[config.mk]
export PLATFORM = sky130hd
export DESIGN_NAME = ref_priority_select_and_route
export DESIGN_NICKNAME = d
export VERILOG_FILES = /design/src/hw/ref_select_pkg.sv /design/src/hw/ref_prediv.sv /design/src/hw/ref_loss_detect.sv /design/src/hw/ref_priority_select_and_route.sv
export SDC_FILE = /design/constraint.sdc
export NUM_CORES = 1
export LEC_CHECK = 0
export ABC_CLOCK_PERIOD_IN_PS = 2600
export BUFFER_PORTS_ARGS = -buffer_cell sky130_fd_sc_hd__buf_2
export CORE_MARGIN = 2
export CORE_UTILIZATION = 53
export DETAILED_ROUTE_END_ITERATION = 8
export PLACE_DENSITY = 0.79
export SYNTH_ARGS = -nofsm -noshare
export SYNTH_HDL_FRONTEND = slang
export SYNTH_HIERARCHICAL = 1
export SYNTH_SLANG_ARGS = --single-unit
[constraint.sdc]
create_clock -name CLK -period 2.6 [get_ports CLK]
set_input_delay 0.26 -clock CLK [delete_from_list [all_inputs] [get_ports CLK]]
set_output_delay 0.26 -clock CLK [all_outputs]
set_load 0.02 [all_outputs]
[src/hw/ref_select_pkg.sv]
// Constants and types shared by the reference selector and its helpers
package ref_select_pkg;
  localparam int NUM_CHAN = 5;
  localparam int NUM_CFG = 6;
  localparam int ADDR_W = 8;
  localparam logic [2:0] IDX_STATUS = 3'h6;
  localparam logic [2:0] IDX_NONE = 3'h7;
  localparam logic [1:0] RESP_OKAY = 2'h0;
  localparam logic [1:0] RESP_SLVERR = 2'h2;

  // Configuration word indices; byte address is four times the index
  localparam int REG_PRE_PRI = 0;
  localparam int REG_PRE_SEC = 1;
  localparam int REG_RATIO_LO = 2;
  localparam int REG_RATIO_HI = 3;
  localparam int REG_SEL = 5;

  // Field positions
  localparam int PREDIV_LSB = 0;
  localparam int RATIO_LO_LSB = 0;
  localparam int RATIO_HI_BIT = 0;
  localparam int SEL_LSB = 2;
  localparam int FAILSAFE_BIT = 11;
  localparam int SRC_X_BIT = 4;
  localparam int SRC_Y_BIT = 5;
  localparam int BUF_FIELD_LSB = 22;

  // Selector codes, written as bits 5,4,3,2
  localparam logic [3:0] SEL_MAN_PRI = 4'h9;
  localparam logic [3:0] SEL_MAN_SEC = 4'hA;
  localparam logic [3:0] SEL_MAN_AUX = 4'hC;
  localparam logic [3:0] SEL_AUTO2 = 4'hB;
  localparam logic [3:0] SEL_AUTO3 = 4'hF;
  localparam logic [3:0] SEL_PIN = 4'h3;

  localparam logic [1:0] PREDIV_OFF = 2'h0;
  localparam logic [1:0] PREDIV_DIV2 = 2'h1;
  localparam logic [1:0] PREDIV_DIV1 = 2'h2;
  localparam logic [1:0] PREDIV_RSVD = 2'h3;

  localparam logic [1:0] SRC_PRI = 2'h0;
  localparam logic [1:0] SRC_SEC = 2'h1;
  localparam logic [1:0] SRC_SEL = 2'h2;
  localparam logic [1:0] SRC_SYN = 2'h3;

  // Buffer pattern, written as bits 22..27 with bit 22 leftmost
  localparam logic [5:0] BUF_ECL = 6'h01;
  localparam logic [5:0] BUF_LVDS = 6'h17;
  localparam logic [5:0] BUF_HIZ = 6'h16;
  localparam logic [1:0] BUF_SE = 2'h0;
  localparam logic [1:0] PIN_HIZ = 2'h1;
  localparam logic [1:0] PIN_LOW = 2'h3;

  localparam logic [2:0] FAILBACK_EDGES = 3'h4;
  localparam int CLK_PERIOD_NS = 50;
  localparam int LOS_WINDOW_NS = 1000;
  localparam int LOS_WINDOW_CYC =
    (LOS_WINDOW_NS + CLK_PERIOD_NS - 1) / CLK_PERIOD_NS;

  localparam logic [31:0] CFG_RESET [NUM_CFG] = '{
    32'h0680_0002, 32'h0680_0002, 32'h0680_0000,
    32'h0680_0000, 32'h0680_0000, 32'h0000_0024};

  typedef enum logic [1:0] {
    ST_HOLD = 2'b00,
    ST_FAILOVER = 2'b01,
    ST_FAILBACK = 2'b10
  } sel_state_type;
endpackage

[src/hw/ref_prediv.sv]
// Pre-divider for one reference path: off, divide by two, or pass
`timescale 1ns/1ps
module ref_prediv
  import ref_select_pkg::*;
(
  input wire logic clk,
  input wire logic reset,
  input wire logic ref_in,
  input wire logic [1:0] code,
  output logic div_out
);
  logic prev_ff;
  logic half_ff;
  logic rise;
  logic nxt_half;

  assign rise = ref_in & ~prev_ff;
  assign nxt_half = half_ff ^ rise;

  always_ff @(posedge clk) begin
    if (reset) begin
      prev_ff <= 1'b0;
      half_ff <= 1'b0;
    end else begin
      prev_ff <= ref_in;
      half_ff <= nxt_half;
    end
  end

  always_ff @(posedge clk) begin
    if (reset) begin
      div_out <= 1'b0;
    end else begin
      case (code)
        PREDIV_DIV1: div_out <= ref_in;
        PREDIV_DIV2: div_out <= nxt_half;
        default: div_out <= 1'b0;
      endcase
    end
  end
endmodule

[src/hw/ref_loss_detect.sv]
// Loss-of-signal monitor for one reference, windowed on the system clock
`timescale 1ns/1ps
module ref_loss_detect
  import ref_select_pkg::*;
#(
  parameter int WINDOW = LOS_WINDOW_CYC
)(
  input wire logic clk,
  input wire logic reset,
  input wire logic ref_in,
  output logic lost
);
  localparam int CW = $clog2(WINDOW + 1);
  logic prev_ff;
  logic [CW-1:0] cnt_ff;
  logic rise;

  if (WINDOW < 2) begin : g_bad
    $error("loss window must span at least two cycles");
  end

  assign rise = ref_in & ~prev_ff;

  // Lost from reset on: nothing counts as present before its first edge
  always_ff @(posedge clk) begin
    if (reset) begin
      prev_ff <= 1'b0;
      cnt_ff <= '0;
      lost <= 1'b1;
    end else begin
      prev_ff <= ref_in;
      if (rise) begin
        cnt_ff <= '0;
        lost <= 1'b0;
      end else if (cnt_ff == CW'(WINDOW - 1)) begin
        lost <= 1'b1;
      end else begin
        cnt_ff <= cnt_ff + 1'b1;
      end
    end
  end
endmodule

[src/hw/ref_priority_select_and_route.sv]
// Reference selection, fail-over, reference divider and output routing
// Functional notes
// - One bit enables input bias failsafe for all inputs when set.
// - Selector code 1001 forwards only the primary reference.
// - Selector code 1010 forwards only the secondary reference.
// - Selector code 1100 forwards only the auxiliary reference.
// - Code 1011 auto over primary then secondary; 1111 adds auxiliary.
// - Code 0011 lets the select pin choose primary or secondary.
// - On loss, switch to next priority input at its first rise.
// - Output held low while fail-over waits for the new rise.
// - Returned higher input must show four cycles before fail-back.
// - During fail-back output stays high until the next falling edge.
// - Primary pre-divider: 00 off, 01 halve, 10 pass, 11 reserved.
// - Secondary pre-divider uses the same coding as the primary.
// - Reference divider after the first stage divides by field plus one.
// - Channel source: 00 primary, 01 secondary, 10 selector, 11 PLL.
// - Each channel divider stage takes its multiplexer's clock; no channel divider here, the registered multiplexer output drives the buffer.
// - Configuration words zero to four each steer their own channel.
// - Buffer pattern picks emitter-coupled, LVDS, high-Z or single-ended.
// - Single-ended negative pin: drive, high-Z or forced low by mode.
// - Single-ended positive pin uses the same mode coding.
//
// The implementer's own choices: the placing of the registers and the AXI4-Lite slave port.
`timescale 1ns/1ps
module ref_priority_select_and_route
  import ref_select_pkg::*;
#(
  parameter int LOS_WINDOW = LOS_WINDOW_CYC
)(
  input wire logic CLK,
  input wire logic RESET,
  input wire logic PRIMARY_REFERENCE,
  input wire logic SECONDARY_REFERENCE,
  input wire logic AUX_REF,
  input wire logic PLL_OUTPUT_CLOCK,
  input wire logic REF_SELECT,
  input wire logic AWVALID,
  output logic AWREADY,
  input wire logic [ADDR_W-1:0] AWADDR,
  input wire logic WVALID,
  output logic WREADY,
  input wire logic [31:0] WDATA,
  input wire logic [3:0] WSTRB,
  output logic BVALID,
  input wire logic BREADY,
  output logic [1:0] BRESP,
  input wire logic ARVALID,
  output logic ARREADY,
  input wire logic [ADDR_W-1:0] ARADDR,
  output logic RVALID,
  input wire logic RREADY,
  output logic [31:0] RDATA,
  output logic [1:0] RRESP,
  output logic FAILSAFE_BIAS_EN,
  output logic SEL_CLK_OUT,
  output logic REF_DIV_OUT,
  output logic [NUM_CHAN-1:0] OUT_P,
  output logic [NUM_CHAN-1:0] OUT_N,
  output logic [NUM_CHAN-1:0] OUT_P_OE_N,
  output logic [NUM_CHAN-1:0] OUT_N_OE_N
);
  function automatic logic [2:0] reg_index(input logic [ADDR_W-1:0] a);
    if (a[1:0] != 2'h0 || a[ADDR_W-1:5] != '0 || a[4:2] == IDX_NONE) begin
      return IDX_NONE;
    end
    return a[4:2];
  endfunction

  // Returns {level, output enable low}
  function automatic logic [1:0] pin_drive(input logic [1:0] m,
                                           input logic c);
    case (m)
      PIN_HIZ: return 2'b01;
      PIN_LOW: return 2'b00;
      default: return {c, 1'b0};
    endcase
  endfunction

  function automatic logic [5:0] buf_pattern(input logic [31:0] w);
    logic [5:0] p;
    for (int i = 0; i < 6; i++) begin
      p[5-i] = w[BUF_FIELD_LSB+i];
    end
    return p;
  endfunction

  logic [31:0] cfg_ff [NUM_CFG];
  logic [2:0] src_sig;
  logic [2:0] src_prev_ff;
  logic [2:0] lost;
  logic [2:0] src_rise;
  logic [2:0] src_fall;
  logic [3:0] sel_mode;
  logic auto_mode;
  logic [1:0] last_src;
  logic [1:0] best;
  logic best_ok;
  sel_state_type state_ff;
  logic [1:0] cur_ff;
  logic [1:0] tgt_ff;
  logic [2:0] ret_cnt_ff;
  logic sel_prev_ff;
  logic [2:0] ratio_m1;
  logic [2:0] div_cnt_ff;
  logic [NUM_CHAN-1:0] chan_clk_ff;
  logic [5:0] bt [NUM_CHAN];
  logic aw_have_ff;
  logic w_have_ff;
  logic [ADDR_W-1:0] aw_addr_ff;
  logic [31:0] w_data_ff;
  logic [3:0] w_strb_ff;
  logic wr_go;
  logic [2:0] wr_idx;
  logic [2:0] rd_idx;

  // Reference paths: primary and secondary through their pre-dividers
  ref_prediv u_pre_pri (
    .clk(CLK), .reset(RESET), .ref_in(PRIMARY_REFERENCE),
    .code(cfg_ff[REG_PRE_PRI][PREDIV_LSB+:2]), .div_out(src_sig[0]));
  ref_prediv u_pre_sec (
    .clk(CLK), .reset(RESET), .ref_in(SECONDARY_REFERENCE),
    .code(cfg_ff[REG_PRE_SEC][PREDIV_LSB+:2]), .div_out(src_sig[1]));
  assign src_sig[2] = AUX_REF;

  for (genvar i = 0; i < 3; i++) begin : g_los
    ref_loss_detect #(.WINDOW(LOS_WINDOW)) u_los (
      .clk(CLK), .reset(RESET), .ref_in(src_sig[i]), .lost(lost[i]));
  end

  assign src_rise = src_sig & ~src_prev_ff;
  assign src_fall = ~src_sig & src_prev_ff;
  assign sel_mode = cfg_ff[REG_SEL][SEL_LSB+:4];
  assign auto_mode = sel_mode == SEL_AUTO2 || sel_mode == SEL_AUTO3;
  assign last_src = (sel_mode == SEL_AUTO3) ? 2'h2 : 2'h1;

  // Highest-priority input that is present within the active order
  always_comb begin
    best = cur_ff;
    best_ok = 1'b0;
    for (int i = 2; i >= 0; i--) begin
      if (2'(i) <= last_src && !lost[i]) begin
        best = 2'(i);
        best_ok = 1'b1;
      end
    end
  end

  always_ff @(posedge CLK) begin
    if (RESET) begin
      src_prev_ff <= 3'h0;
      sel_prev_ff <= 1'b0;
    end else begin
      src_prev_ff <= src_sig;
      sel_prev_ff <= SEL_CLK_OUT;
    end
  end

  always_ff @(posedge CLK) begin
    if (RESET) begin
      state_ff <= ST_HOLD;
      cur_ff <= 2'h0;
      tgt_ff <= 2'h0;
      ret_cnt_ff <= 3'h0;
    end else if (!auto_mode) begin
      state_ff <= ST_HOLD;
      cur_ff <= 2'h0;
      ret_cnt_ff <= 3'h0;
    end else begin
      case (state_ff)
        ST_HOLD: begin
          if (lost[cur_ff] && best_ok && best != cur_ff) begin
            state_ff <= ST_FAILOVER;
            tgt_ff <= best;
            ret_cnt_ff <= 3'h0;
          end else if (best_ok && best < cur_ff) begin
            if (tgt_ff != best) begin
              tgt_ff <= best;
              ret_cnt_ff <= 3'h0;
            end else if (ret_cnt_ff == FAILBACK_EDGES) begin
              state_ff <= ST_FAILBACK;
            end else if (src_rise[best]) begin
              ret_cnt_ff <= ret_cnt_ff + 3'h1;
            end
          end else begin
            ret_cnt_ff <= 3'h0;
          end
        end
        ST_FAILOVER: begin
          if (best_ok && tgt_ff != best) begin
            tgt_ff <= best;
          end else if (best_ok && src_rise[tgt_ff]) begin
            cur_ff <= tgt_ff;
            state_ff <= ST_HOLD;
          end
        end
        ST_FAILBACK: begin
          // A source lost mid fail-back leaves the old one in charge
          if (lost[tgt_ff]) begin
            state_ff <= ST_HOLD;
          end else if (src_fall[tgt_ff]) begin
            cur_ff <= tgt_ff;
            state_ff <= ST_HOLD;
            ret_cnt_ff <= 3'h0;
          end
        end
        default: state_ff <= ST_HOLD;
      endcase
    end
  end

  always_ff @(posedge CLK) begin
    if (RESET) begin
      SEL_CLK_OUT <= 1'b0;
    end else begin
      case (sel_mode)
        SEL_MAN_PRI: SEL_CLK_OUT <= src_sig[0];
        SEL_MAN_SEC: SEL_CLK_OUT <= src_sig[1];
        SEL_MAN_AUX: SEL_CLK_OUT <= src_sig[2];
        SEL_PIN: SEL_CLK_OUT <= REF_SELECT ? src_sig[1] : src_sig[0];
        SEL_AUTO2, SEL_AUTO3: begin
          case (state_ff)
            ST_HOLD: SEL_CLK_OUT <= src_sig[cur_ff];
            ST_FAILOVER: SEL_CLK_OUT <= 1'b0;
            ST_FAILBACK: SEL_CLK_OUT <= 1'b1;
            default: SEL_CLK_OUT <= 1'b0;
          endcase
        end
        default: SEL_CLK_OUT <= 1'b0;
      endcase
    end
  end

  // Reference divider; odd ratios above one give an uneven duty cycle
  assign ratio_m1 = {cfg_ff[REG_RATIO_HI][RATIO_HI_BIT],
                     cfg_ff[REG_RATIO_LO][RATIO_LO_LSB+:2]};

  always_ff @(posedge CLK) begin
    if (RESET) begin
      div_cnt_ff <= 3'h0;
      REF_DIV_OUT <= 1'b0;
    end else begin
      if (SEL_CLK_OUT && !sel_prev_ff) begin
        div_cnt_ff <= (div_cnt_ff >= ratio_m1) ? 3'h0 : div_cnt_ff + 3'h1;
      end
      if (ratio_m1 == 3'h0) begin
        REF_DIV_OUT <= SEL_CLK_OUT;
      end else begin
        REF_DIV_OUT <= {1'b0, div_cnt_ff} < ({1'b0, ratio_m1} + 4'h2) >> 1;
      end
    end
  end

  always_comb begin
    for (int c = 0; c < NUM_CHAN; c++) begin
      bt[c] = buf_pattern(cfg_ff[c]);
    end
  end

  always_ff @(posedge CLK) begin
    if (RESET) begin
      chan_clk_ff <= '0;
      OUT_P <= '0;
      OUT_N <= '0;
      OUT_P_OE_N <= '1;
      OUT_N_OE_N <= '1;
    end else begin
      for (int c = 0; c < NUM_CHAN; c++) begin
        case ({cfg_ff[c][SRC_X_BIT], cfg_ff[c][SRC_Y_BIT]})
          SRC_PRI: chan_clk_ff[c] <= PRIMARY_REFERENCE;
          SRC_SEC: chan_clk_ff[c] <= SECONDARY_REFERENCE;
          SRC_SEL: chan_clk_ff[c] <= SEL_CLK_OUT;
          default: chan_clk_ff[c] <= PLL_OUTPUT_CLOCK;
        endcase
        if (bt[c] == BUF_ECL || bt[c] == BUF_LVDS) begin
          OUT_P[c] <= chan_clk_ff[c];
          OUT_N[c] <= ~chan_clk_ff[c];
          OUT_P_OE_N[c] <= 1'b0;
          OUT_N_OE_N[c] <= 1'b0;
        end else if (bt[c][1:0] == BUF_SE) begin
          {OUT_P[c], OUT_P_OE_N[c]} <=
            pin_drive(bt[c][5:4], chan_clk_ff[c]);
          {OUT_N[c], OUT_N_OE_N[c]} <=
            pin_drive(bt[c][3:2], chan_clk_ff[c]);
        end else begin
          OUT_P[c] <= 1'b0;
          OUT_N[c] <= 1'b0;
          OUT_P_OE_N[c] <= 1'b1;
          OUT_N_OE_N[c] <= 1'b1;
        end
      end
    end
  end

  always_ff @(posedge CLK) begin
    if (RESET) begin
      FAILSAFE_BIAS_EN <= 1'b0;
    end else begin
      FAILSAFE_BIAS_EN <= cfg_ff[REG_SEL][FAILSAFE_BIT];
    end
  end

  // Bus write path: address and data may arrive in either order
  assign wr_go = aw_have_ff && w_have_ff && !BVALID;
  assign wr_idx = reg_index(aw_addr_ff);
  assign rd_idx = reg_index(ARADDR);

  always_ff @(posedge CLK) begin
    if (RESET) begin
      aw_have_ff <= 1'b0;
      w_have_ff <= 1'b0;
      aw_addr_ff <= '0;
      w_data_ff <= 32'h0;
      w_strb_ff <= 4'h0;
      AWREADY <= 1'b1;
      WREADY <= 1'b1;
      BVALID <= 1'b0;
      BRESP <= RESP_OKAY;
    end else begin
      if (AWVALID && AWREADY) begin
        aw_have_ff <= 1'b1;
        aw_addr_ff <= AWADDR;
        AWREADY <= 1'b0;
      end
      if (WVALID && WREADY) begin
        w_have_ff <= 1'b1;
        w_data_ff <= WDATA;
        w_strb_ff <= WSTRB;
        WREADY <= 1'b0;
      end
      if (wr_go) begin
        aw_have_ff <= 1'b0;
        w_have_ff <= 1'b0;
        BVALID <= 1'b1;
        BRESP <= (wr_idx == IDX_NONE) ? RESP_SLVERR : RESP_OKAY;
      end
      if (BVALID && BREADY) begin
        BVALID <= 1'b0;
        AWREADY <= 1'b1;
        WREADY <= 1'b1;
      end
    end
  end

  always_ff @(posedge CLK) begin
    if (RESET) begin
      for (int r = 0; r < NUM_CFG; r++) begin
        cfg_ff[r] <= CFG_RESET[r];
      end
    end else if (wr_go && wr_idx < 3'(NUM_CFG)) begin
      for (int b = 0; b < 4; b++) begin
        if (w_strb_ff[b]) begin
          cfg_ff[wr_idx][8*b+:8] <= w_data_ff[8*b+:8];
        end
      end
    end
  end

  always_ff @(posedge CLK) begin
    if (RESET) begin
      ARREADY <= 1'b1;
      RVALID <= 1'b0;
      RDATA <= 32'h0;
      RRESP <= RESP_OKAY;
    end else begin
      if (ARVALID && ARREADY) begin
        ARREADY <= 1'b0;
        RVALID <= 1'b1;
        RRESP <= (rd_idx == IDX_NONE) ? RESP_SLVERR : RESP_OKAY;
        if (rd_idx < 3'(NUM_CFG)) begin
          RDATA <= cfg_ff[rd_idx];
        end else if (rd_idx == IDX_STATUS) begin
          RDATA <= {21'h0, SEL_CLK_OUT, ret_cnt_ff, state_ff, cur_ff, lost};
        end else begin
          RDATA <= 32'h0;
        end
      end
      if (RVALID && RREADY) begin
        RVALID <= 1'b0;
        ARREADY <= 1'b1;
      end
    end
  end

  for (genvar c = 0; c < NUM_CHAN; c++) begin : g_chk

  end
endmodule

==> results.txt, run 1 <==
The HPWL after detailed placement came out at 27.7 mm. By area the synthesized netlist is led by sky130_fd_sc_hd__edfxtp_1 (38%), sky130_fd_sc_hd__dfxtp_1 (20%), sky130_fd_sc_hd__nor2_1 (5.9%). The critical path in this run is classified as flip-flop to flip-flop. Netlist area before placement: 15300 sq um.

Counting flops with a built-in enable in the synthesized netlist gives 192. The number of input and output port buffers inserted works out to 125. The tools report the net count of the finished layout as 1815.

In the synthesized netlist the dominant register cell turns out to be sky130_fd_sc_hd__edfxtp_1. The run gives 7.21 nW as the cell leakage power. Measured against its own limit, the worst slew margin works out to 39.2%. Counting distinct cell types in the post-synthesis netlist gives 67. In this run the most critical hold path is launched from WSTRB[0].

The mean cell area of the mapped netlist was 10.0 sq um. In the routed layout, each cell is associated on average with a via count of 5.78. The transition time at the pin with the least slew margin works out to 909 ps. Summed over all layers, the global routing overflow is 0.

Timing analysis after detailed placement gives a worst setup slack of -32.2 ps. In this run the worst path has a maximum fanout of 13. From synthesis to final layout, the design area changed by 20.7%. The flow ran to the end, and the final reports show no timing, DRC or antenna violations. In this run the remaining antenna-violating nets after routing total 0. Wires add up to 40.3 mm. Entering global routing, the biggest net connects 57 pins. The clock-pin slew of the registers on the worst-case setup and hold paths came out at 60 ps. The worst setup path is launched from a flip-flop. After synthesis, flip-flops and latches occupy 58.3% of the total area. The most frequent cell after synthesis was sky130_fd_sc_hd__nor2_1.

The worst setup path is captured at a flip-flop. The number of max-cap violations was 0; the all-layer global routing usage was 26.4%. The logs give 8890 sq um for the register area and 38 for the number of buffers inserted during clock tree synthesis.

The logs give 28500 sq um for the core footprint and 348 for the clock net sink count. At the worst endpoint, the required time is 2830 ps. Counting the fill cells in the layout gives 2205.

The logs give 6 for the iteration count of the initial detailed-routing pass and 22.9 ps for the final worst clock skew. For the worst setup path, the data arrival time is 2770 ps. The routability congestion estimate was 0.914; the die height was 174 um. The floorplan step defined a die boundary enclosing 30200 sq um. Max-slew violation count: 0.

Pin placement for this block handled 128 I/O pins. The longest clock path from root to sink contains 3 buffers. In this run the clock root is driven by a sky130_fd_sc_hd__clkbuf_16.

Launch point of the critical path: aw_addr_ff[7]. The number of antenna violations at the first check in global routing was 2. In the final routed layout, each cell accounts on average for 18.7 um.

The count of state elements after synthesis is 348. The run gives 18400 sq um as the area of all placed cells without fillers. Across all layers, the routed design uses 12407 vias.

For the peak ir drop on the vdd network, the log shows 0.402 mV. Timing would allow up to 0.395 GHz. The number of DRC violations after detailed routing is 0, and the number of hold violations in the final report is 0. The tools report the total negative slack as 0 ps. The detailed router finished its first iteration with 1441 violations.

Counting flops with an async set or reset pin after synthesis yields a share of 0%. Setup slack closes at 65.9 ps. The worst min-delay path class is input pin to flip-flop. The H-tree was split into 2 levels.

In the final layout, the share of cells above drive strength 1 is 19.2%. The tools report the starting utilization of the core area as 53.4%. From left edge to right edge, the die measures 174 um. The area share of the largest cell type after synthesis was 37.8%. TritonCTS built the clock tree.

The via count of the first global-routing pass was 11954; the final number of setup-violating endpoints was 0. Of all cell types, the one taking the most synthesized area is sky130_fd_sc_hd__edfxtp_1. The startpoint of the lowest-slack register-to-register path is aw_addr_ff[7].

For the worst-skew pair, the clock arrives at the later sink with an insertion delay of 550 ps. Synthesis handed over a netlist of 1526 instances. The first global-routing pass estimated 63.2 mm of wire.

The share of the clock period used by the worst path works out to 97.5%. The total number of placement rows is 62, and the power per cell area is 670 nW/um^2. The multi-input combinational cells in the finished layout cover a total of 5850 sq um. Total number of yosys warnings: 6. In this run the cell area measured after placement is 16800 sq um.

The clock period minus worst slack works out to 2530 ps. The commonest cells after synthesis are sky130_fd_sc_hd__nor2_1 (238), sky130_fd_sc_hd__nand2_1 (226), sky130_fd_sc_hd__edfxtp_1 (192).
[what timing repair did]
| action | in CTS | in global routing |
|---|---|---|
| endpoints found under the setup margin | 26 | 197 |
| buffers inserted | 0 | 0 |
| hold buffers | 36 | 0 |
| endpoints found under the hold margin | 34 | 0 |
| pin swaps | 0 | 1 |
| resized for setup | 3 | 7 |
[power breakdown]
group	switching [W]	internal [W]	total (W)
sequential	0.000137	0.00601	0.00615
clock	0.00218	0.00313	0.00531
combinational	0.000538	0.000348	0.000887
[through the flow]
stage,utilization (%),cells,power (W),hold WS [ps]
2_1_floorplan,-,1527,0.00674,325
3_3_place_gp,58.8,2041,0.00705,448
3_5_place_dp,58.8,2041,0.00708,450
4_1_cts,64.4,2146,0.0123,5.61
5_1_grt,64.5,2148,0.0127,13.5
6_report,64.5,2148,0.0123,5.61
[state kept, by name (all words and copies together), names as in the netlist, 2 cells and up]
register and cells:
cfg_ff 192, RDATA 32, w_data_ff 32, g_los.u_los/cnt_ff 15
aw_addr_ff 8, OUT_N 5, OUT_N_OE_N 5, OUT_P 5
OUT_P_OE_N 5, chan_clk_ff 5, w_strb_ff 4, div_cnt_ff 3
g_los.u_los/lost 3, g_los.u_los/prev_ff 3, ret_cnt_ff 3, src_prev_ff 3
cur_ff 2, state_ff 2, tgt_ff 2
[area by class of cell]
| type | count | share of cell area [%] |
|---|---|---|
| Tap cell | 384 | 2.61 |
| Inverter | 64 | 1.30 |
| Clock inverter | 10 | 0.659 |
| Sequential cell | 348 | 48.3 |
| Timing Repair Buffer | 251 | 9.38 |
| Antenna cell | 2 | 0.0272 |
| Clock buffer | 59 | 5.99 |
| Multi-Input combinational cell | 1030 | 31.8 |
[critical path: stages, from the launching register on]
cell and delay (ps):
sky130_fd_sc_hd__dfxtp_1 310, sky130_fd_sc_hd__or4_4 550, sky130_fd_sc_hd__a2111oi_4 230, sky130_fd_sc_hd__nor3b_4 390
sky130_fd_sc_hd__buf_4 260, sky130_fd_sc_hd__o21a_1 260, sky130_fd_sc_hd__nor2_1 230
[per-layer routing]
layer	vias to the layer above	GRT usage, %	wire (um)
met5	-	0	0
met4	0	12.2	1620
met3	139	5.04	3560
met2	658	42.1	18500
met1	5858	35.2	16600
li1	5752	-	-
[final timing paths]
kind / slack, ps / depth (start not counted) / endpoint
worst min-delay path: 6 / 3 / w_strb_ff[0]
worst min register to register: 450 / 2 / w_data_ff[17]
worst max register to register: 70 / 6 / cfg_ff[5][15]
worst max-delay path: 70 / 6 / cfg_ff[5][15]
[cells in the final DEF, fill, tap and decap left out, types with 5 or more instances in the layout]
cell,instances
sky130_fd_sc_hd__buf_4,86
sky130_fd_sc_hd__ha_1,18
sky130_fd_sc_hd__o22ai_1,23
sky130_fd_sc_hd__buf_2,124
sky130_fd_sc_hd__dlygate4sd3_1,36
sky130_fd_sc_hd__mux2_2,16
sky130_fd_sc_hd__or3_1,5
sky130_fd_sc_hd__nand2_2,7
sky130_fd_sc_hd__nand2b_1,24
sky130_fd_sc_hd__xnor2_1,6
sky130_fd_sc_hd__clkbuf_16,40
sky130_fd_sc_hd__o21a_1,7
sky130_fd_sc_hd__edfxtp_1,192
sky130_fd_sc_hd__a21o_1,12
sky130_fd_sc_hd__o211ai_1,8
sky130_fd_sc_hd__xor2_1,10
sky130_fd_sc_hd__and2_1,5
sky130_fd_sc_hd__a21oi_1,77
sky130_fd_sc_hd__clkbuf_1,15
sky130_fd_sc_hd__dfxtp_1,156
sky130_fd_sc_hd__o221ai_1,16
sky130_fd_sc_hd__mux4_2,5
sky130_fd_sc_hd__buf_12,5
sky130_fd_sc_hd__nand2b_2,11
sky130_fd_sc_hd__and3_1,7
sky130_fd_sc_hd__nor2_1,237
sky130_fd_sc_hd__a31oi_1,38
sky130_fd_sc_hd__a2111oi_0,12
sky130_fd_sc_hd__nor3_1,23
sky130_fd_sc_hd__nand3b_1,11
sky130_fd_sc_hd__nand2_1,225
sky130_fd_sc_hd__nand3_1,35
sky130_fd_sc_hd__nor3b_1,6
sky130_fd_sc_hd__inv_1,64
sky130_fd_sc_hd__o21ai_0,65
sky130_fd_sc_hd__mux2i_1,30
sky130_fd_sc_hd__nor2b_1,22
sky130_fd_sc_hd__clkinv_2,5
sky130_fd_sc_hd__a21boi_0,6
[cell families after synthesis]
family / share of synthesized area (%)
AO/OA/AOI/OAI: 12.1
XOR/XNOR: 0.919
adder cells (fa/ha/maj): 1.48
buffers and inverters: 3.86
flip-flops: 58.3
multiplexers: 3.89
other: 0.0246
AND/OR/NAND/NOR: 19.4
(Power assumes the default switching activity.)
==> run 2, diff against run 1 <==
==> constraint.sdc (replaced) <==
create_clock -name CLK -period 2.6 [get_ports CLK]
set_input_delay 0.52 -clock CLK [delete_from_list [all_inputs] [get_ports CLK]]
set_output_delay 0.52 -clock CLK [all_outputs]
set_load 0.02 [all_outputs]
==> run 2 against run 1 <==
Sequential power about the same. Sequential share of layout area up 0.26 points. Die area unchanged. Critical endpoint is now cfg_ff[3][26]. Sequential cell count stayed put. Global-route usage decreased by 0.21 points. Fmax grew 0.70%.
==> results.txt, run 2 (same netlist as run 1, synthesis figures left out) <==
The run finished with clean final reports. The number of DRC violations after detailed routing was 0 (unchanged); the share of total power in combinational logic was 7.0% (was 7.2%). The run gives 0 (unchanged) as the final number of setup-violating endpoints. The layout-stage area growth over the synthesis result is 20.1% (was 20.7%). The highest fanout seen on the critical path was 9 (was 13). The via count of the first global-routing pass is 11733 (was 11954).

Leading cell type in the layout, fill and taps excluded: sky130_fd_sc_hd__nor2_1 (unchanged). The achievable frequency is 0.397 GHz (was 0.395 GHz). The nature of the critical path startpoint was a flip-flop (unchanged). Critical-path cell list: or4_4, a2111oi_4, nor3b_4, buf_4, o21a_1, buf_12, nand2_1, nand2b_1, buf_12 (was or4_4, a2111oi_4, nor3b_4, buf_4, o21a_1, nor2_1). The delay of the slowest critical-path stage came out at 550 ps (about the same).

Setup repair after global routing could not meet its margin everywhere. The area of combinational cells with multiple inputs is 5870 sq um (was 5850 sq um), and the final antenna diode count is 0 (was 2). The share of the clock period used by the worst path is 96.8% (was 97.5%). The full die area is 30200 sq um (unchanged). The number of cells after detailed placement is 2049 (was 2041). Final worst clock skew: 19.8 ps (was 22.9 ps).

The clock root buffer was sky130_fd_sc_hd__clkbuf_16 (unchanged). Commonest non-fill, non-tap cells in the layout: sky130_fd_sc_hd__nor2_1 (234), sky130_fd_sc_hd__nand2_1 (226), sky130_fd_sc_hd__edfxtp_1 (192) (was sky130_fd_sc_hd__nor2_1 (237), sky130_fd_sc_hd__nand2_1 (225), sky130_fd_sc_hd__edfxtp_1 (192)). The tools report the clock net sink count as 348 (unchanged). The deepest clock path buffer count was 3 (unchanged). The number of max-cap violations was 0 (unchanged); the cell leakage power was 7.20 nW (was 7.21 nW). The logs give 204 ps (was 5.61 ps) for the worst hold slack after final layout and 62.5 mm (was 63.2 mm) for the global-route wire length before repair. The sequential cell fraction of total power came out at 49.0% (was 49.8%). The tools report the type of destination of the critical path as a flip-flop (unchanged). The switching power is 0.00286 W (was 0.00285 W), and the ratio of cells with drive above 1 in the final layout is 20.2% (was 19.2%). The count of vias placed by the detailed router is 12149 (was 12407). Critical path start-end classification: flip-flop to flip-flop (unchanged). For the largest net degree at the start of global routing, the log shows 76 (was 57). The tools report the global-route congestion overflow total as 0 (unchanged). The total detailed-routing wirelength was 39.9 mm (was 40.3 mm); the transition time at the pin with the least slew margin was 854 ps (was 909 ps).

The starting utilization of the core area came out at 53.4% (unchanged). The logs give 0.0126 W (was 0.0123 W) for the total power consumption of the routed design and 0 (unchanged) for the number of hold violations in the final report. The tools report the number of antenna violations at the first check in global routing as 2 (unchanged).

The share of total power consumed by net switching was 22.8% (was 23.1%); the average vias per placed instance was 5.74 (was 5.78). The horizontal die dimension was 174 um (unchanged). The power per cell area was 685 nW/um^2 (was 670 nW/um^2). The count of buffers added by post-CTS timing repair for setup was 0 (unchanged).

For the latest clock arrival within the worst-skew pair, the log shows 520 ps (was 550 ps). The dominant cell type by count on the critical path is sky130_fd_sc_hd__buf_12. The flip-flop count of the largest register, all copies and words added is 192 (unchanged). Register name with the most flops: cfg_ff (unchanged). The run gives 0 (unchanged) as the post-route antenna net violation count.

The clock period minus worst slack was 2520 ps (was 2530 ps). Number of placed I/O pins: 128 (unchanged). For the peak ir drop on the vdd network, the log shows 0.430 mV (was 0.402 mV). Number of buffers inserted during clock tree synthesis: 37 (was 38). Clock-pin slew of the registers on the worst-case setup and hold paths: 60 ps (about the same).

The net count of the finished layout is 1786 (was 1815), and the die height is 174 um (unchanged). The max-slew violation count is 0 (unchanged), and the core footprint is 28500 sq um (unchanged). The tools report the routability congestion estimate as 0.907 (was 0.914). The tools report the iteration count of the initial detailed-routing pass as 5 (was 6). The number of input and output port buffers inserted is 125 (unchanged), and the worst path arrival time is 2750 ps (was 2770 ps). HPWL after detailed placement: 27.8 mm (was 27.7 mm). For the required time of the critical path, the log shows 2840 ps (was 2830 ps). The tools report the worst-case headroom to the max-slew limit as 42.8% (was 39.2%). The tools report the register area as 8890 sq um (unchanged).

The violation count after the first detailed-route iteration is 1355 (was 1441), and the final standard cell count with taps included and fillers excluded is 2117 (was 2148). The logs give 0 (was 36) for the hold buffer count at cts and 44.0% (was 43.0%) for the clock share of power. For the all-layer global routing usage, the log shows 26.2% (was 26.4%). The cell with the largest stage delay on the worst path was sky130_fd_sc_hd__or4_4 (unchanged). The logs give 2 (unchanged) for the number of levels in the clock H-tree and 2270 (was 2205) for the fill cell instance count of the final layout. The worst min-delay path class was input pin to flip-flop (unchanged). Largest regs: cfg_ff (192), RDATA (32), w_data_ff (32) (unchanged).

The internal cell power is 0.00969 W (was 0.00949 W). For the total number of placement rows, the log shows 62 (unchanged). The average detailed-routed wire length per instance works out to 18.9 um (was 18.7 um).

TritonCTS built the clock tree.
## run 2: worst paths after layout
kind,startpoint,end,slack (ps),depth (start not counted)
max,aw_addr_ff[7],cfg_ff[3][26],80,9
min,ARVALID,ARREADY,200,2
max reg2reg,aw_addr_ff[7],cfg_ff[3][26],80,9
min reg2reg,w_data_ff[12],w_data_ff[12],450,2
## run 2: critical path, delay by kind of cell, from the launching register on
| kind | cells | cell delay (ps) |
|---|---|---|
| buf+inv | 3 | 460 |
| flops | 1 | 310 |
| simple gates | 4 | 1040 |
| compound gates | 2 | 440 |
## run 2: power groups by stage
stage | Sequential [W] | Combinational [W] | Clock (W)
global placement | 0.00625 | 0.000838 | 0
global route | 0.00617 | 0.000950 | 0.00581
floorplan | 0.00627 | 0.000464 | 0
detailed placement | 0.00626 | 0.000859 | 0
CTS | 0.00615 | 0.000867 | 0.00557
finish | 0.00615 | 0.000875 | 0.00553
## run 2: routing by layer
metal / vias to the layer above / share of wire (%) / track usage (%)
li1: 5709 / - / -
met4: 2 / 3.3 / 10.0
met2: 636 / 47 / 42.7
met5: - / 0.030 / 0
met1: 5697 / 41 / 35.2
met3: 105 / 9.4 / 4.67
## run 2: timing repair
item                                    in CTS  in global routing
hold endpoints to repair                     0                  0
pin swaps                                    1                  0
endpoints found under the setup margin      88                 98
resized for setup                            3                 10
## run 2: cell type report
class | count | share of cell area [%]
Sequential cell | 348 | 48.5
Multi-Input combinational cell | 1030 | 32.1
Timing Repair Buffer | 223 | 8.54
Clock buffer | 45 | 5.45
Tap cell | 384 | 2.62
Clock inverter | 23 | 1.49
Inverter | 64 | 1.31
## run 2: per-stage QoR
stage	instance area (sq um)	setup TNS (ps)	setup WS, ps	util [%]
global placement	17000	-1640	-125	59.5
global route	18300	-516	-37.9	64.2
CTS	18300	0	2.52	64.0
finish	18300	0	83.6	64.2
floorplan	15300	0	9.21	-
detailed placement	17000	-5620	-174	59.5
==> run 3, diff against run 2 <==
--- a/config.mk
+++ b/config.mk
@@ -5,12 +5,12 @@
 export SDC_FILE = /design/constraint.sdc
 export NUM_CORES = 1
 export LEC_CHECK = 0
-export ABC_CLOCK_PERIOD_IN_PS = 2600
+export ABC_CLOCK_PERIOD_IN_PS = 3000
 export BUFFER_PORTS_ARGS = -buffer_cell sky130_fd_sc_hd__buf_2
 export CORE_MARGIN = 2
-export CORE_UTILIZATION = 53
+export CORE_UTILIZATION = 60
 export DETAILED_ROUTE_END_ITERATION = 8
-export PLACE_DENSITY = 0.79
+export PLACE_DENSITY = 0.84
 export SYNTH_ARGS = -nofsm -noshare
 export SYNTH_HDL_FRONTEND = slang
 export SYNTH_HIERARCHICAL = 1
==> constraint.sdc (replaced) <==
create_clock -name CLK -period 3 [get_ports CLK]
set_input_delay 0.6 -clock CLK [delete_from_list [all_inputs] [get_ports CLK]]
set_output_delay 0.6 -clock CLK [all_outputs]
set_load 0.02 [all_outputs]
==> run 3 against run 2 <==
Utilization up 6.3 points. Final cell count down 4.5%. Critical path type unchanged. Clock skew down 2.9 ps. Wire length up 0.36%. Fmax down 12%. Setup slack better by 56 ps. Clock power down 20%. Combinational power down 20%. Count of clock-buffer cells in the layout up 3.
==> results.txt, run 3 (same netlist as run 1, synthesis figures left out) <==
The register name with the most flops is cfg_ff (unchanged). The net count of the finished layout is 1747 (was 1786). The run gives 30.4% (was 26.2%) as the all-layer global routing usage. The flow ran to the end, and the final reports show no timing, DRC or antenna violations. Setup repair after global routing left no endpoint under its margin.

The average vias per placed instance works out to 6.08 (was 5.74). For the post-route antenna net violation count, the log shows 0 (unchanged). The horizontal die dimension came out at 163 um (was 174 um).

The worst hold path cell count was 2 (unchanged). The transition time at the pin with the least slew margin works out to 935 ps (was 854 ps). The worst-case setup slack after placement was 143 ps (was -174 ps).

The worst path arrival time came out at 3030 ps (was 2750 ps). TritonCTS built the clock tree. The logs give 60.9% (was 53.4%) for the starting utilization of the core area and 27.4 mm (was 27.8 mm) for the HPWL after detailed placement. The cell leakage power is 6.88 nW (was 7.20 nW).

Critical-path cell list: or4_4, a2111oi_4, nor3b_4, o21a_1, nand2_1, nand2b_1 (was or4_4, a2111oi_4, nor3b_4, buf_4, o21a_1, buf_12, nand2_1, nand2b_1, buf_12). The die height came out at 163 um (was 174 um). The startpoint of the lowest-slack register-to-register path is aw_addr_ff[7] (unchanged).

The critical path buffer and inverter count was 0 (was 3); the routability congestion estimate was 0.918 (was 0.907). The critical path start-end classification was flip-flop to flip-flop (unchanged). The clock period minus worst slack works out to 2860 ps (was 2520 ps). The clock net sink count was 348 (unchanged); the number of placed I/O pins was 128 (unchanged). The run gives 1957 (was 2049) as the number of cells after detailed placement. Type of destination of the critical path: a flip-flop (unchanged).

The launch point of the worst hold path is WVALID (was ARVALID). The power per cell area is 593 nW/um^2 (was 685 nW/um^2), and the flip-flop count of the largest register, all copies and words added is 192 (unchanged). The final number of setup-violating endpoints is 0 (unchanged), and the count of buffers added by post-CTS timing repair for setup is 0 (unchanged). The total number of placement rows came out at 58 (was 62).

The logs give 140 ps (was 80 ps) for the register-to-register setup slack and 70.4% (was 64.2%) for the share of the core filled with cells. The run gives 11906 (was 11733) as the via count of the first global-routing pass. The run gives 25000 sq um (was 28500 sq um) as the core footprint. The tools report the worst min-delay path endpoint as WREADY (was ARREADY). The post-cts gate resize count was 0 (was 3). Nature of the critical path startpoint: a flip-flop (unchanged). The logs give 3 (unchanged) for the deepest clock path buffer count and 0 (unchanged) for the max-slew violation count. The layout-stage area growth over the synthesis result is 15.6% (was 20.1%). For the iteration count of the initial detailed-routing pass, the log shows 6 (was 5).

Largest regs: cfg_ff (192), RDATA (32), w_data_ff (32) (unchanged). For the hold buffer count at cts, the log shows 0 (unchanged). The ratio of cells with drive above 1 in the final layout was 17.3% (was 20.2%); the global-route congestion overflow total was 0 (unchanged). For the final standard cell count with taps included and fillers excluded, the log shows 2022 (was 2117). Global-route wire length before repair: 63.0 mm (was 62.5 mm). The run gives 0 (unchanged) as the final antenna diode count.

Total negative slack: 0 ps (unchanged). The final worst clock skew is 16.9 ps (was 19.8 ps). The tools report the violation count after the first detailed-route iteration as 1620 (was 1355). The peak-usage layer in the global routing report is met2 (unchanged). The tools report the fraction of met2 tracks used by global routing as 49.3% (was 42.7%). Average detailed-routed wire length per instance: 19.8 um (was 18.9 um). The leading cell type in the layout, fill and taps excluded was sky130_fd_sc_hd__nor2_1 (unchanged). Clock-pin slew of the registers on the worst-case setup and hold paths: 60 ps (about the same).

The number of hold violations in the final report was 0 (unchanged). Met1 usage: 41.5% (was 35.2%). The number of max-cap violations is 0 (unchanged). Worst reg-to-reg path cell count: 6 (was 9). The met3 usage is 5.54% (was 4.67%), and the count of vias placed by the detailed router is 12287 (was 12149). Worst min-delay path class: input pin to flip-flop (unchanged). For the latest clock arrival within the worst-skew pair, the log shows 520 ps (about the same). Commonest non-fill, non-tap cells in the layout: sky130_fd_sc_hd__nor2_1 (238), sky130_fd_sc_hd__nand2_1 (226), sky130_fd_sc_hd__edfxtp_1 (192) (was sky130_fd_sc_hd__nor2_1 (234), sky130_fd_sc_hd__nand2_1 (226), sky130_fd_sc_hd__edfxtp_1 (192)). For the total detailed-routing wirelength, the log shows 40.1 mm (was 39.9 mm).

The tools report the number of buffers inserted during clock tree synthesis as 36 (was 37). The number of DRC violations after detailed routing was 0 (unchanged); the highest fanout seen on the critical path was 8 (was 9). The delay of the slowest critical-path stage was 550 ps (about the same). The largest net degree at the start of global routing is 98 (was 76), and the final worst-path setup slack is 140 ps (was 83.6 ps).

The cell with the largest stage delay on the worst path was sky130_fd_sc_hd__or4_4 (unchanged). The peak ir drop on the vdd network was 0.391 mV (was 0.430 mV); the number of antenna violations at the first check in global routing was 0 (was 2). The required time of the critical path was 3170 ps (was 2840 ps); the share of the clock period used by the worst path was 95.3% (was 96.8%). The full die area came out at 26700 sq um (was 30200 sq um). The run gives 2 (unchanged) as the number of levels in the clock H-tree.

The kind of cell with the highest combined delay on the critical path is simple AND/OR/NAND/NOR gates (unchanged). The clock root buffer was sky130_fd_sc_hd__clkbuf_16 (unchanged). The run gives 37.4% (was 42.8%) as the worst-case headroom to the max-slew limit. The run gives 0.350 GHz (was 0.397 GHz) as the achievable frequency. The terminus of the critical flop-to-flop path was cfg_ff[1][17] (was cfg_ff[3][26]). The number of input and output port buffers inserted is 125 (unchanged).
run 3: cell count changes in the layout (fill, tap and decap cells not counted), sizes merged:
cell and delta:
clkinvlp -1, clkinv -2, bufinv -3, clkbuf +3
buf -38
run 3: cell type report:
cell class / count / area, sq um
clock inverter: 17 / 176
fill: 1751 / 7410
inverter: 64 / 240
timing repair buffer: 185 / 1130
multi-input combinational: 1030 / 5800
tap: 330 / 413
sequential: 348 / 8890
clock buffer: 48 / 986
run 3: how the worst max path moves through the flow:
stage          slack, ps            end          start  cells after the start
3_3_place_gp         210      RDATA[10]      ARADDR[1]                      8
5_1_grt               30  cfg_ff[1][23]  aw_addr_ff[7]                      6
2_1_floorplan        380  cfg_ff[2][24]  aw_addr_ff[7]                      7
3_5_place_dp         140       RDATA[2]      ARADDR[1]                      8
6_report             140  cfg_ff[1][17]  aw_addr_ff[7]                      6
4_1_cts              170  cfg_ff[1][16]  aw_addr_ff[7]                      6
run 3: where the power goes:
group / switching, W / internal [W]
clock: 0.00183 / 0.00259
combinational: 0.000449 / 0.000251
sequential: 0.000134 / 0.00521
total: 0.00242 / 0.00804
run 3: stage by stage:
step,instance area [sq um],total power [W],hold WS [ps]
global placement,16500,0.00609,443
detailed placement,16500,0.00612,449
floorplan,15300,0.00584,436
CTS,17600,0.0105,288
finish,17600,0.0105,298
global route,17600,0.0107,308
run 3: routing by layer:
metal / up-vias / wire, um
met5: - / 0
met4: 0 / 1120
met3: 96 / 4340
met2: 742 / 18800
met1: 5822 / 15800
li1: 5627 / -
